<file path="config.mk">
export PLATFORM = sky130hd
export DESIGN_NAME = tec_timer_event_cfg
export DESIGN_NICKNAME = d
export VERILOG_FILES = /design/src/core/tec_pkg.sv /design/src/core/tec_timer_event_cfg.sv
export SDC_FILE = /design/constraint.sdc
export NUM_CORES = 1
export LEC_CHECK = 0
export BUFFER_PORTS_ARGS = -buffer_cell sky130_fd_sc_hd__buf_2
export CAP_MARGIN = 0
export CORE_UTILIZATION = 53
export CTS_CLUSTER_DIAMETER = 80
export DETAILED_ROUTE_END_ITERATION = 6
export PLACE_DENSITY = 0.87
export SYNTH_ARGS = -nofsm -noshare
export SYNTH_HDL_FRONTEND = slang
export SYNTH_SLANG_ARGS = --single-unit
</file>
<file path="constraint.sdc">
create_clock -name clk_in -period 2.14 [get_ports clk_in]
set_input_delay 0.214 -clock clk_in [delete_from_list [all_inputs] [get_ports clk_in]]
set_output_delay 0.214 -clock clk_in [all_outputs]
set_load 0.01 [all_outputs]
</file>
<file path="src/core/tec_pkg.sv">
// tec_pkg: shared offsets, field positions, reset values and carriers
`default_nettype none
package tec_pkg;

   // ==========================================================
   // register indices (byte address is four times the index)
   localparam logic [5:0] IDX_CAPINV  = 6'h06; // capture select / inversion
   localparam logic [5:0] IDX_DBG     = 6'h08; // debug halt control
   localparam logic [5:0] IDX_EVCFG   = 6'h0A; // event control
   localparam logic [5:0] IDX_IRQCLR  = 6'h0C; // irq enable clear view
   localparam logic [5:0] IDX_IRQSET  = 6'h0D; // irq enable set view
   localparam logic [5:0] IDX_FLAGS   = 6'h0E; // sticky event flags

   // ==========================================================
   // field positions
   localparam int CAPSEL_LSB = 4;  // channel_capture_select[1:0]
   localparam int INV_LSB    = 0;  // channel_output_invert[1:0]
   localparam int EV_CHEO    = 12; // channel_event_output_enable[1:0]
   localparam int EV_WRAPEO  = 8;  // wrap_event_output_enable
   localparam int EV_INEN    = 5;  // input_event_enable
   localparam int EV_INPOL   = 4;  // input_event_polarity
   localparam int IRQ_CH     = 4;  // channel_irq_enable[1:0]
   localparam int IRQ_SYNC   = 3;  // sync_done_irq_enable
   localparam int IRQ_ERR    = 1;  // error irq enable
   localparam int IRQ_WRAP   = 0;  // wrap_irq_enable

   // ==========================================================
   // writable masks and reset values
   localparam logic [7:0]  CAPINV_MASK = 8'h33;
   localparam logic [7:0]  DBG_MASK    = 8'h01;
   localparam logic [15:0] EV_MASK     = 16'h3137;
   localparam logic [7:0]  IRQ_MASK    = 8'h3B;
   localparam logic [7:0]  CAPINV_RST  = 8'h00;
   localparam logic [7:0]  DBG_RST     = 8'h00;
   localparam logic [15:0] EV_RST      = 16'h0000;
   localparam logic [7:0]  IRQ_RST     = 8'h00;

   // ==========================================================
   // event action codes
   localparam logic [2:0] ACT_OFF     = 3'h0;
   localparam logic [2:0] ACT_RETRIG  = 3'h1;
   localparam logic [2:0] ACT_COUNT   = 3'h2;
   localparam logic [2:0] ACT_START   = 3'h3;
   localparam logic [2:0] ACT_PERWID  = 3'h5; // period_first_capture
   localparam logic [2:0] ACT_WIDPER  = 3'h6; // width_first_capture

   // ==========================================================
   // carrier: strobes the block sends to the counter core
   typedef struct packed {
      logic       retrigger; // start / restart / retrigger
      logic       count;     // one count step
      logic       start;     // start counter
      logic [1:0] cap_per;   // capture period into channel n
      logic [1:0] cap_wid;   // capture pulse width into channel n
   } tec_act_s;

endpackage : tec_pkg

`default_nettype wire

</file>
<file path="src/core/tec_timer_event_cfg.sv">
// tec_timer_event_cfg: timer capture/invert, debug, event and irq enable control
// Contract
// - channel capture select bit picks capture/compare
// - invert bit inverts that channel waveform pin
// - debug halt stops timer unless run bit
// - run bit survives software reset
// - channel event out on match/capture when enabled
// - wrap event out on overflow when enabled
// - incoming events accepted only while enabled
// - polarity bit inverts incoming event source
// - action field: off, retrigger, count, start
// - action five: period ch0, width ch1
// - action six: period ch1, width ch0
// - clear view one disables channel irq
// - clear view one disables sync irq
// - set and clear views share enables
// - clear view one disables error irq
// - clear view one disables wrap irq
// - capture onto set channel flag raises error
`timescale 1ns/1ps
`default_nettype none

module tec_timer_event_cfg (
   // clock and reset
   input  wire  logic          clk_in,
   input  wire  logic          nrst_in,
   // avalon-mm slave
   input  wire  logic [7:0]    avs_address_in,
   input  wire  logic          avs_read_in,
   input  wire  logic          avs_write_in,
   input  wire  logic [31:0]   avs_writedata_in,
   input  wire  logic [3:0]    avs_byteenable_in,
   output logic       [31:0]   avs_readdata_out,
   output logic                avs_waitrequest_out,
   // counter core side, same clock
   input  wire  logic          soft_reset_in,
   input  wire  logic          debug_halted_in,
   input  wire  logic [1:0]    chan_match_in,
   input  wire  logic          wrap_in,
   input  wire  logic          sync_done_in,
   input  wire  logic [1:0]    wave_raw_in,
   // asynchronous incoming event
   input  wire  logic          event_in,
   // outputs to counter core and pins
   output logic [1:0]          channel_capture_select_out,
   output logic                timer_halt_out,
   output tec_pkg::tec_act_s   action_out,
   output logic [1:0]          waveform_output_pin_out,
   output logic [1:0]          channel_event_out,
   output logic                wrap_event_out,
   output logic                irq_out
);

   // ==========================================================
   // helpers
   // merge write data into a register through byte lanes and mask
   function automatic logic [15:0] merge16(input logic [15:0] old,
                                           input logic [15:0] wd,
                                           input logic [1:0]  be,
                                           input logic [15:0] mask);
      logic [15:0] lanes;
      lanes = {{8{be[1]}}, {8{be[0]}}} & mask;
      merge16 = (old & ~lanes) | (wd & lanes);
   endfunction : merge16

   // ==========================================================
   // registers
   // flags sit at their own index; software writes one to clear a flag
   logic [7:0]   capinv_r;        // capture select / inversion
   logic [7:0]   dbg_r;           // debug run bit
   logic [15:0]  ev_r;            // event control
   logic [7:0]   irq_en_r;        // shared enable state
   logic [7:0]   flags_r;         // sticky flags
   logic         wait_r;          // waitrequest
   logic [31:0]  rdata_r;         // read data
   logic [2:0]   ev_sync_r;       // event synchroniser chain
   logic         ev_lvl_r;        // agreed event level
   logic         ev_cond_prev_r;  // last conditioned level
   logic [1:0]   capsel_r;        // registered capture select out
   logic         halt_r;          // registered halt out
   tec_pkg::tec_act_s act_r;      // registered action strobes
   logic [1:0]   wave_r;          // registered waveform pins
   logic [1:0]   chev_r;          // channel event out
   logic         wrapev_r;        // wrap event out
   logic         irq_r;           // interrupt out

   // ==========================================================
   // bus decode
   // commit marks the edge at which the master sees waitrequest low
   wire  logic [5:0] idx        = avs_address_in[7:2];        // register index
   wire  logic       req        = avs_read_in | avs_write_in; // any request
   wire  logic       commit     = req & ~wait_r;              // second edge of access
   wire  logic       wr_go      = avs_write_in & commit;      // write takes effect
   wire  logic       wr_capinv  = wr_go & (idx == tec_pkg::IDX_CAPINV);
   wire  logic       wr_dbg     = wr_go & (idx == tec_pkg::IDX_DBG);
   wire  logic       wr_ev      = wr_go & (idx == tec_pkg::IDX_EVCFG);
   wire  logic       wr_clr     = wr_go & (idx == tec_pkg::IDX_IRQCLR);
   wire  logic       wr_set     = wr_go & (idx == tec_pkg::IDX_IRQSET);
   wire  logic       wr_flg     = wr_go & (idx == tec_pkg::IDX_FLAGS);
   wire  logic [7:0] wd0        = avs_byteenable_in[0] ? avs_writedata_in[7:0] : 8'h00;

   // read mux; unmapped indices and reserved bits read zero
   // read data is taken on the first edge, before a write of the same access lands
   logic [31:0] rd_mux;
   always_comb begin
      unique case (idx)
         tec_pkg::IDX_CAPINV: rd_mux = {24'h000000, capinv_r};
         tec_pkg::IDX_DBG:    rd_mux = {24'h000000, dbg_r};
         tec_pkg::IDX_EVCFG:  rd_mux = {16'h0000, ev_r};
         tec_pkg::IDX_IRQCLR: rd_mux = {24'h000000, irq_en_r};
         tec_pkg::IDX_IRQSET: rd_mux = {24'h000000, irq_en_r};
         tec_pkg::IDX_FLAGS:  rd_mux = {24'h000000, flags_r};
         default:             rd_mux = 32'h00000000;
      endcase
   end

   // ==========================================================
   // field views
   // reserved positions never reach a flop, so they always read zero
   wire  logic [1:0] capsel   = capinv_r[tec_pkg::CAPSEL_LSB +: 2];
   wire  logic [1:0] inv      = capinv_r[tec_pkg::INV_LSB +: 2];
   wire  logic       run_dbg  = dbg_r[0];
   wire  logic [1:0] ch_eo    = ev_r[tec_pkg::EV_CHEO +: 2];
   wire  logic       wrap_eo  = ev_r[tec_pkg::EV_WRAPEO];
   wire  logic       in_en    = ev_r[tec_pkg::EV_INEN];
   wire  logic       in_pol   = ev_r[tec_pkg::EV_INPOL];
   wire  logic [2:0] act      = ev_r[2:0];

   // ==========================================================
   // incoming event conditioning
   // polarity applied, then gated by enable; edges are the events
   // limitation: flipping polarity or enable while the level stands makes
   // an edge of its own, so reprogram with the event source idle
   wire  logic ev_cond  = (ev_lvl_r ^ in_pol) & in_en;
   wire  logic ev_rise  = ev_cond & ~ev_cond_prev_r;    // event / period edge
   wire  logic ev_fall  = ~ev_cond & ev_cond_prev_r;    // end of pulse width
   wire  logic perwid   = (act == tec_pkg::ACT_PERWID);
   wire  logic widper   = (act == tec_pkg::ACT_WIDPER);

   // action decode; codes four and seven fall through to nothing
   // one code is live at a time, so at most one kind of strobe per edge
   tec_pkg::tec_act_s act_nxt;
   always_comb begin
      act_nxt           = '0;
      act_nxt.retrigger = ev_rise & (act == tec_pkg::ACT_RETRIG);
      act_nxt.count     = ev_rise & (act == tec_pkg::ACT_COUNT);
      act_nxt.start     = ev_rise & (act == tec_pkg::ACT_START);
      act_nxt.cap_per   = {ev_rise & widper, ev_rise & perwid};
      act_nxt.cap_wid   = {ev_fall & perwid, ev_fall & widper};
   end

   // ==========================================================
   // flags: a capture landing on a set channel flag is an error
   // the old capture is still unread there, so the new one has no home
   wire  logic [1:0] cap_any  = act_nxt.cap_per | act_nxt.cap_wid
                                | (chan_match_in & capsel);
   wire  logic [1:0] ch_hit   = cap_any | (chan_match_in & ~capsel);
   wire  logic       err_set  = |(cap_any & flags_r[tec_pkg::IRQ_CH +: 2]);
   logic [7:0] flag_set;
   always_comb begin
      flag_set                        = 8'h00;
      flag_set[tec_pkg::IRQ_CH +: 2]  = ch_hit;
      flag_set[tec_pkg::IRQ_SYNC]     = sync_done_in;
      flag_set[tec_pkg::IRQ_ERR]      = err_set;
      flag_set[tec_pkg::IRQ_WRAP]     = wrap_in;
   end
   // set wins over a clear in the same cycle
   wire  logic [7:0] flags_nxt = ((flags_r & ~(wr_flg ? wd0 : 8'h00)) | flag_set)
                                 & tec_pkg::IRQ_MASK;

   // enable state: set view ors in, clear view knocks out ones
   // one register behind both views, so either read shows the same enables
   wire  logic [7:0] irq_en_nxt = wr_set ? (irq_en_r | (wd0 & tec_pkg::IRQ_MASK))
                                : wr_clr ? (irq_en_r & ~wd0)
                                : irq_en_r;

   // ==========================================================
   // bus handshake: waitrequest drops one cycle after the request
   // a fixed single wait state costs a cycle per access, but read data
   // leaves a flop and a write lands only at the edge where the master
   // sees the answer, so nothing is committed twice
   always_ff @(posedge clk_in or negedge nrst_in) begin
      if (!nrst_in) begin
         wait_r  <= 1'b1;
         rdata_r <= 32'h00000000;
      end else begin
         wait_r  <= ~(req & wait_r);
         if (req & wait_r) begin
            rdata_r <= avs_read_in ? rd_mux : 32'h00000000;
         end
      end
   end

   // ==========================================================
   // byte-lane merges for the narrow registers
   // the helper works on 16 bits so one copy serves the debug, capture/invert and event registers; for
   // the debug and capture/invert merges the upper byte is masked off inside and cut away on purpose at the use
   wire  logic [15:0] dbg_mrg    = merge16({8'h00, dbg_r}, avs_writedata_in[15:0],
                                           avs_byteenable_in[1:0],
                                           {8'h00, tec_pkg::DBG_MASK});
   wire  logic [15:0] capinv_mrg = merge16({8'h00, capinv_r}, avs_writedata_in[15:0],
                                           avs_byteenable_in[1:0],
                                           {8'h00, tec_pkg::CAPINV_MASK});

   // ==========================================================
   // debug run bit only on the hard reset
   always_ff @(posedge clk_in or negedge nrst_in) begin
      if (!nrst_in) begin
         dbg_r <= tec_pkg::DBG_RST;
      end else if (wr_dbg) begin
         dbg_r <= dbg_mrg[7:0];
      end
   end

   // ==========================================================
   // control registers, cleared by either reset
   // a software reset clears all of these; only the debug run bit survives it
   always_ff @(posedge clk_in or negedge nrst_in) begin
      if (!nrst_in) begin
         capinv_r <= tec_pkg::CAPINV_RST;
         ev_r     <= tec_pkg::EV_RST;
         irq_en_r <= tec_pkg::IRQ_RST;
         flags_r  <= 8'h00;
      end else if (soft_reset_in) begin
         capinv_r <= tec_pkg::CAPINV_RST;
         ev_r     <= tec_pkg::EV_RST;
         irq_en_r <= tec_pkg::IRQ_RST;
         flags_r  <= 8'h00;
      end else begin
         if (wr_capinv) begin
            capinv_r <= capinv_mrg[7:0];
         end
         if (wr_ev) begin
            ev_r <= merge16(ev_r, avs_writedata_in[15:0],
                            avs_byteenable_in[1:0], tec_pkg::EV_MASK);
         end
         irq_en_r <= irq_en_nxt;
         flags_r  <= flags_nxt;
      end
   end

   // ==========================================================
   // incoming event synchroniser: level moves once stages 2 and 3 agree
   // the first stage may go metastable; only the second reads it, and
   // the agreement test filters a single-cycle glitch on the source
   always_ff @(posedge clk_in or negedge nrst_in) begin
      if (!nrst_in) begin
         ev_sync_r      <= 3'h0;
         ev_lvl_r       <= 1'b0;
         ev_cond_prev_r <= 1'b0;
      end else begin
         ev_sync_r      <= {ev_sync_r[1:0], event_in};
         if (ev_sync_r[1] == ev_sync_r[2]) begin
            ev_lvl_r <= ev_sync_r[2];
         end
         ev_cond_prev_r <= ev_cond;
      end
   end

   // ==========================================================
   // registered outputs
   // every output leaves a flop: one cycle of latency is traded for
   // clean timing at the pins and at the counter core
   always_ff @(posedge clk_in or negedge nrst_in) begin
      if (!nrst_in) begin
         capsel_r <= 2'h0;
         halt_r   <= 1'b0;
         act_r    <= '0;
         wave_r   <= 2'h0;
         chev_r   <= 2'h0;
         wrapev_r <= 1'b0;
         irq_r    <= 1'b0;
      end else begin
         capsel_r <= capsel;
         halt_r   <= debug_halted_in & ~run_dbg;
         act_r    <= act_nxt;
         wave_r   <= wave_raw_in ^ inv;
         chev_r   <= ch_hit & ch_eo;
         wrapev_r <= wrap_in & wrap_eo;
         irq_r    <= |(flags_r & irq_en_r);
      end
   end

   // ==========================================================
   // port drive
   // plain copies of the flops above, no logic between flop and pin
   assign avs_readdata_out           = rdata_r;
   assign avs_waitrequest_out        = wait_r;
   assign channel_capture_select_out = capsel_r;
   assign timer_halt_out             = halt_r;
   assign action_out                 = act_r;
   assign waveform_output_pin_out    = wave_r;
   assign channel_event_out          = chev_r;
   assign wrap_event_out             = wrapev_r;
   assign irq_out                    = irq_r;

endmodule : tec_timer_event_cfg

`default_nettype wire

</file>
==> results of run 1 <==
==> stage by stage <==
stage / instance area [um2] / setup WS (ps) / util / instances / hold WS (ps)
6_report: 3312 / 562.0 / 0.6526 / 391 / 35.86
5_1_grt: 3312 / 523.5 / 0.6526 / 391 / 49.95
4_1_cts: 3312 / 593.2 / 0.6526 / 391 / 44.28
3_5_place_dp: 3085 / 596.9 / 0.6080 / 374 / 326.6
3_3_place_gp: 3085 / 631.8 / 0.6080 / 374 / 324.6
2_1_floorplan: 2845 / 711.3 / - / 265 / -81.59
==> final timing paths <==
path	start	to	cells past startpoint
worst max-delay path	ev_r[4]	flags_r[1]	4
worst min-delay path	nrst_in	irq_en_r[4]	2
worst max register to register	ev_r[4]	flags_r[1]	4
worst min register to register	ev_sync_r[0]	ev_sync_r[1]	0
max in group asynchronous	nrst_in	action_out[6]	2
min in group clk_in	wave_raw_in[0]	waveform_output_pin_out[0]	2
==> synthesized netlist by cell type, types with 3 or more instances <==
master    count
a21oi_1      10
a22o_1        9
a311oi_1      5
a31oi_1       6
and2_1        4
buf_4        24
clkbuf_1      4
dfrtp_1      59
inv_1         5
mux2i_1      12
nand2_1      11
nand3_1      21
nand4_1       6
nor2_1       18
nor2b_1       6
nor3_1        3
o21a_1        3
o21ai_0       6
xor2_1        3
==> final cells by class <==
class / count / area [um2]
Fill cell: 427 / 1763
Sequential cell: 60 / 1503
Multi-Input combinational cell: 169 / 1111
Timing Repair Buffer: 71 / 375.4
Clock buffer: 11 / 141.4
Tap cell: 70 / 87.58
Clock inverter: 5 / 75.07
Inverter: 5 / 18.77
==> layer usage <==
layer	up-vias	wire length, um	track usage
met3	19	507	0.06640
met1	1063	2657	0.3330
li1	1007	-	-
met5	-	0	0
met4	0	167	0.1447
met2	132	2783	0.3443
==> what timing repair did <==
item | CTS | global route
hold buffers | 1 | 0
gates resized for setup | 0 | 0
endpoints found under the hold margin | 1 | 0
buffers inserted | 0 | 0
==> state kept, by name, indices dropped and copies added (netlist names), 2 cells and up <==
register and cells:
ev_r 8, channel_event_out 2, avs_readdata_out 12, irq_en_r 8, flags_r 5, action_out 7, waveform_output_pin_out 2, channel_capture_select_out 2
capinv_r 4, ev_sync_r 3
==> critical path: stages, from the launching register on <==
cell	delay [ps]
dfrtp_1	450
xor2_1	230
a211oi_1	450
o21ai_0	180
a31oi_1	190
==> power by group through the flow <==
stage / Clock (mW) / Combinational [mW] / Sequential, mW
4_1_cts: 1.12 / 0.198 / 1.18
5_1_grt: 1.17 / 0.221 / 1.18
3_3_place_gp: 0 / 0.192 / 1.20
2_1_floorplan: 0 / 0.118 / 1.20
6_report: 1.11 / 0.199 / 1.18
3_5_place_dp: 0 / 0.195 / 1.20
==> cells by family (layout without fill, tap and decap cells) <==
kind of cell	count (synthesis)	after routing
buffers and inverters	36	92
other	1	16
XOR/XNOR	4	4
AO/OA/AOI/OAI	51	51
flip-flops	60	60
multiplexers	13	13
AND/OR/NAND/NOR	84	84
adder cells (fa/ha/maj)	1	1
==> placed cells by master (no fill, tap or decap), types with 2 or more instances in the layout <==
cell type / count
a21oi_1: 10
a221o_1: 2
and2_1: 4
nor4_1: 2
inv_1: 5
xor2_1: 3
and3_2: 2
buf_4: 6
a311oi_1: 5
buf_2: 64
nand2_1: 11
nor2_1: 18
nand3_1: 21
nand2b_1: 2
nor4b_4: 2
o21ai_0: 6
dfrtp_1: 59
a22o_1: 9
mux2i_1: 12
nor2b_1: 6
a31oi_1: 6
o21a_1: 3
clkbuf_8: 10
bufinv_16: 2
conb_1: 16
nand4_1: 6
clkinv_2: 3
nor3_1: 3
==> results.json, run 1 <==
{
  "initial_utilization": 0.5496,
  "yosys.cell_types.count": 48,
  "clkPwrFrac": 0.446,
  "post-route-period-util": 0.7374,
  "ys_warn_count": 0,
  "p_per_area_nw_per_um2": 750.1,
  "wl_per_cell_um": 15.64,
  "cts.sinks": 60,
  "clk_path_buf_depth": 2,
  "crit_path_end_kind": "flip-flop",
  "rows": 26,
  "regToRegSetupSlack_ps": 560,
  "globalRouteTotalUtil": 0.2427,
  "vias": 2221,
  "crit_arrival_ps": 1830,
  "cts-htree-levels": 3,
  "fin_crit_ps": 1578,
  "coreArea_um2": 5075,
  "slew_violations": 0,
  "synthArstFlopShare": 1.000,
  "first_iter_violations": 243,
  "clk_pin_slew_worst_paths_ps": 70,
  "pin_count": 106,
  "max_clock_freq_ghz": 0.6337,
  "nNetsFinal": 373,
  "p_int_mw": 1.907,
  "fin_setup_tns_ps": 0,
  "worstMarginPinSlew_ps": 723.5,
  "dr.pass1.iters": 7,
  "pwr-share-comb": 0.080,
  "synth_compound_area_frac": 0.1386,
  "max_slew_margin": 0.5177,
  "ant_nets": 0,
  "clock_skew_ps": 7.253,
  "sequentialPowerShare": 0.474,
  "antenna_found_initial": 0,
  "p_switching_mw": 0.5774,
  "layout-drive-gt1-share": 0.2991,
  "die_area_um2": 5556,
  "synthSimpleGateAreaFrac": 0.1750,
  "avgSynthCellArea_um2": 11.16,
  "critical_path.max_fanout": 4,
  "grt_first_pass_wirelength_mm": 9.784,
  "port-buffer-count": 64,
  "rsz0062_at_grt": "false",
  "synth_seq_cells": 60,
  "finalPower_mw": 2.484,
  "synth_edf_count": 0,
  "ir_worst_vdd_mv": 0.4286,
  "critical_path_required_ps": 2390,
  "synth_area_um2": 2789,
  "n_antenna_cell": 0,
  "postRouteWirelength_mm": 6.116,
  "cts_root_buf": "clkbuf_8",
  "startpoint_type": "flip-flop",
  "outcome": "finished clean",
  "grt_max_degree": 61,
  "dieWidth_um": 74.54,
  "swShare": 0.2324,
  "synth_area_leaders": "dfrtp_1, buf_4, mux2i_1, nand3_1, a22o_1",
  "clock_latency_ps": 330,
  "finalHoldViolCount": 0,
  "drc": 0,
  "synthCells": 250,
  "grt_pass1_vias": 2023,
  "synth_top_family_by_area": "simple AND/OR/NAND/NOR gates",
  "power_leakage_nw": 1.761,
  "cts_tree": "done",
  "gp_congestion": 0.8910,
  "numCtsBuffers": 9,
  "grt-ovfl-total": 0,
  "setup_viol": 0,
  "die_y_um": 74.54,
  "hp-class": "input pin to async pin",
  "synth_flop_cell": "dfrtp_1",
  "yosys.area.top_type_share": 0.5294,
  "synth.area.mux_share": 0.04711,
  "area_growth_pct": 18.75,
  "ys_seq_area_frac": 0.5388,
  "yosys.area_share.xor_xnor": 0.01256,
  "synth_fa_ha_area_frac": 0.003589,
  "yosysTopAreaCell": "dfrtp_1",
  "viasPerCell": 5.680,
  "drv_cap": 0,
  "path_class": "flip-flop to flip-flop",
  "post-dp-hpwl_mm": 4.226
}
No activity file was read; power rests on OpenSTA's default activity.
==> run 2: changes to the inputs <==
--- a/config.mk
+++ b/config.mk
@@ -7,10 +7,10 @@
 export LEC_CHECK = 0
 export BUFFER_PORTS_ARGS = -buffer_cell sky130_fd_sc_hd__buf_2
 export CAP_MARGIN = 0
-export CORE_UTILIZATION = 53
+export CORE_UTILIZATION = 44
 export CTS_CLUSTER_DIAMETER = 80
 export DETAILED_ROUTE_END_ITERATION = 6
-export PLACE_DENSITY = 0.87
+export PLACE_DENSITY = 0.78
 export SYNTH_ARGS = -nofsm -noshare
 export SYNTH_HDL_FRONTEND = slang
 export SYNTH_SLANG_ARGS = --single-unit
==> constraint.sdc (replaced) <==
create_clock -name clk_in -period 1.3 [get_ports clk_in]
set_input_delay 0.13 -clock clk_in [delete_from_list [all_inputs] [get_ports clk_in]]
set_output_delay 0.13 -clock clk_in [all_outputs]
set_load 0.01 [all_outputs]
==> run 2 against run 1 <==
Against the previous run:
- the run now ends with setup timing left
- non-clock buffer count is 39 higher
- setup slack worse by 700 ps
- register-to-register slack worse by 700 ps
- global-route usage is 2.0 points lower
- critical path depth is 1 higher
==> results.json, run 2 (same netlist as run 1, synthesis figures left out) <==
{
  "clock_skew_ps": 8.850,
  "critical_path.max_fanout": 3,
  "cts_tree": "done",
  "max_slew_margin": 0.6634,
  "slew_violations": 0,
  "reg2regPathDepth": 5,
  "cpMaxStageDelayCell": "dfrtp_2",
  "p_int_mw": 3.097,
  "dieWidth_um": 81.62,
  "gp_congestion": 0.9055,
  "finalHoldViolCount": 0,
  "worstMarginPinSlew_ps": 502.8,
  "fill_cells": 481,
  "violations": "setup timing",
  "startpoint_type": "flip-flop",
  "layout_commonest_cell": "buf_2",
  "clkPwrFrac": 0.409,
  "hold-path-endpoint": "timer_halt_out",
  "viasPerCell": 5.374,
  "rsz0062_at_grt": "true",
  "globalRouteTotalUtil": 0.2227,
  "grt-ovfl-total": 0,
  "seq_area_um2": 1505,
  "post-route-period-util": 1.110,
  "met2_usage": 0.3617,
  "vias": 2343,
  "critical_path_required_ps": 1550,
  "pin_count": 106,
  "die_area_um2": 6661,
  "nNetsFinal": 413,
  "swShare": 0.2441,
  "hp-class": "input pin to flip-flop",
  "die_y_um": 81.62,
  "rows": 28,
  "regToRegSetupSlack_ps": -140,
  "max_clock_freq_ghz": 0.6931,
  "numCtsBuffers": 9,
  "crit_path_max_incr_delay_ps": 440,
  "path_class": "flip-flop to flip-flop",
  "antenna_found_initial": 0,
  "grt_use_met1": 0.2743,
  "hold_depth": 2,
  "post-dp-hpwl_mm": 4.756,
  "clk_pin_slew_worst_paths_ps": 60,
  "worst_slack_ps": -142.8,
  "sequentialPowerShare": 0.475,
  "crit_path_end_kind": "flip-flop",
  "grt_util_met3": 0.04556,
  "clk_path_buf_depth": 2,
  "dr.pass1.iters": 4,
  "clock_latency_ps": 330,
  "postRouteWirelength_mm": 6.976,
  "top_usage_layer": "met2",
  "wl_per_cell_um": 16.00,
  "cts.sinks": 60,
  "largest_reg_flops": 12,
  "r2r-start": "ev_r[4]",
  "drc": 0,
  "coreArea_um2": 6026,
  "power_leakage_nw": 1.993,
  "hold_path.startpoint": "debug_halted_in",
  "p_per_area_nw_per_um2": 1073,
  "fin_crit_ps": 1443,
  "grt_first_pass_wirelength_mm": 10.76,
  "first_iter_violations": 176,
  "initial_utilization": 0.4628,
  "ir_worst_vdd_mv": 0.6204,
  "fin_util": 0.6337,
  "cts_root_buf": "clkbuf_8",
  "drv_cap": 0,
  "path_cells": "xnor2_2, buf_4, nor4b_4, o31ai_1, a31oi_1",
  "outcome": "finished, violations left",
  "pwr-share-comb": 0.116,
  "layout-drive-gt1-share": 0.4238,
  "grt_max_degree": 61,
  "final_cell_mix": "buf_2, dfrtp_1, buf_4, nand3_1",
  "ant_nets": 0,
  "area_growth_pct": 36.92,
  "setup_viol": 15,
  "p_switching_mw": 1.000,
  "crit_arrival_ps": 1690,
  "cts-htree-levels": 3,
  "rr_endpoint": "flags_r[1]",
  "grt_pass1_vias": 2334,
  "multi_input_area_um2": 1272,
  "port-buffer-count": 64,
  "n_antenna_cell": 0,
  "dp_slack_ps": -449.2,
  "fin_setup_tns_ps": -752.2
}
-- run 2: area by class of cell --
class / instances / share of cell area
sequential: 60 / 0.3942
multi-input combinational: 170 / 0.3332
timing repair buffer: 110 / 0.1900
clock buffer: 12 / 0.04063
tap: 75 / 0.02457
clock inverter: 4 / 0.01245
inverter: 5 / 0.004915
-- run 2: per-stage QoR --
stage	instance area [um2]	std cells	total power, mW	hold WS [ps]
after global routing	3819	436	4.259	23.22
after global placement	3336	409	2.336	157.5
after floorplan	2855	265	2.168	-165.6
after CTS	3732	436	4.099	13.59
final	3819	436	4.097	30.85
after detailed placement	3336	409	2.345	162.9
-- run 2: worst max path at each step --
stage / endpoint / from / slack (ps) / cells past startpoint
CTS: flags_r[1] / ev_r[4] / -120 / 4
global placement: capinv_r[5] / avs_waitrequest_out / -350 / 4
floorplan: irq_en_r[1] / avs_waitrequest_out / -50 / 5
finish: flags_r[1] / ev_r[4] / -140 / 5
global route: flags_r[1] / ev_r[4] / -220 / 5
detailed placement: capinv_r[5] / avs_waitrequest_out / -450 / 4
-- run 2: power groups by stage --
stage	sequential, mW	clock (mW)	combinational (mW)
floorplan	1.97	0	0.196
global placement	1.97	0	0.369
detailed placement	1.97	0	0.376
CTS	1.94	1.73	0.432
global route	1.95	1.80	0.512
finish	1.94	1.68	0.475
-- run 2: repair_timing --
action	4_1_cts	5_1_grt
gates resized for setup	16	21
pin swaps	9	16
setup buffers	7	1
hold buffers	4	0
endpoints found under the hold margin	62	0
gates cloned	1	0
setup endpoints to repair	43	41
-- run 2: routing by layer --
metal	vias to the layer above	wire length, um
li1	1097	-
met1	1106	2886
met2	123	3377
met3	17	551
met4	0	160
met5	-	0
-- run 2: worst max-delay path, delay by kind of cell (launching register included) --
family	cells	cell delay, ps
AO/OA/AOI/OAI	2	260
XOR/XNOR	1	160
AND/OR/NAND/NOR	1	340
buffers and inverters	1	160
flip-flops	1	440
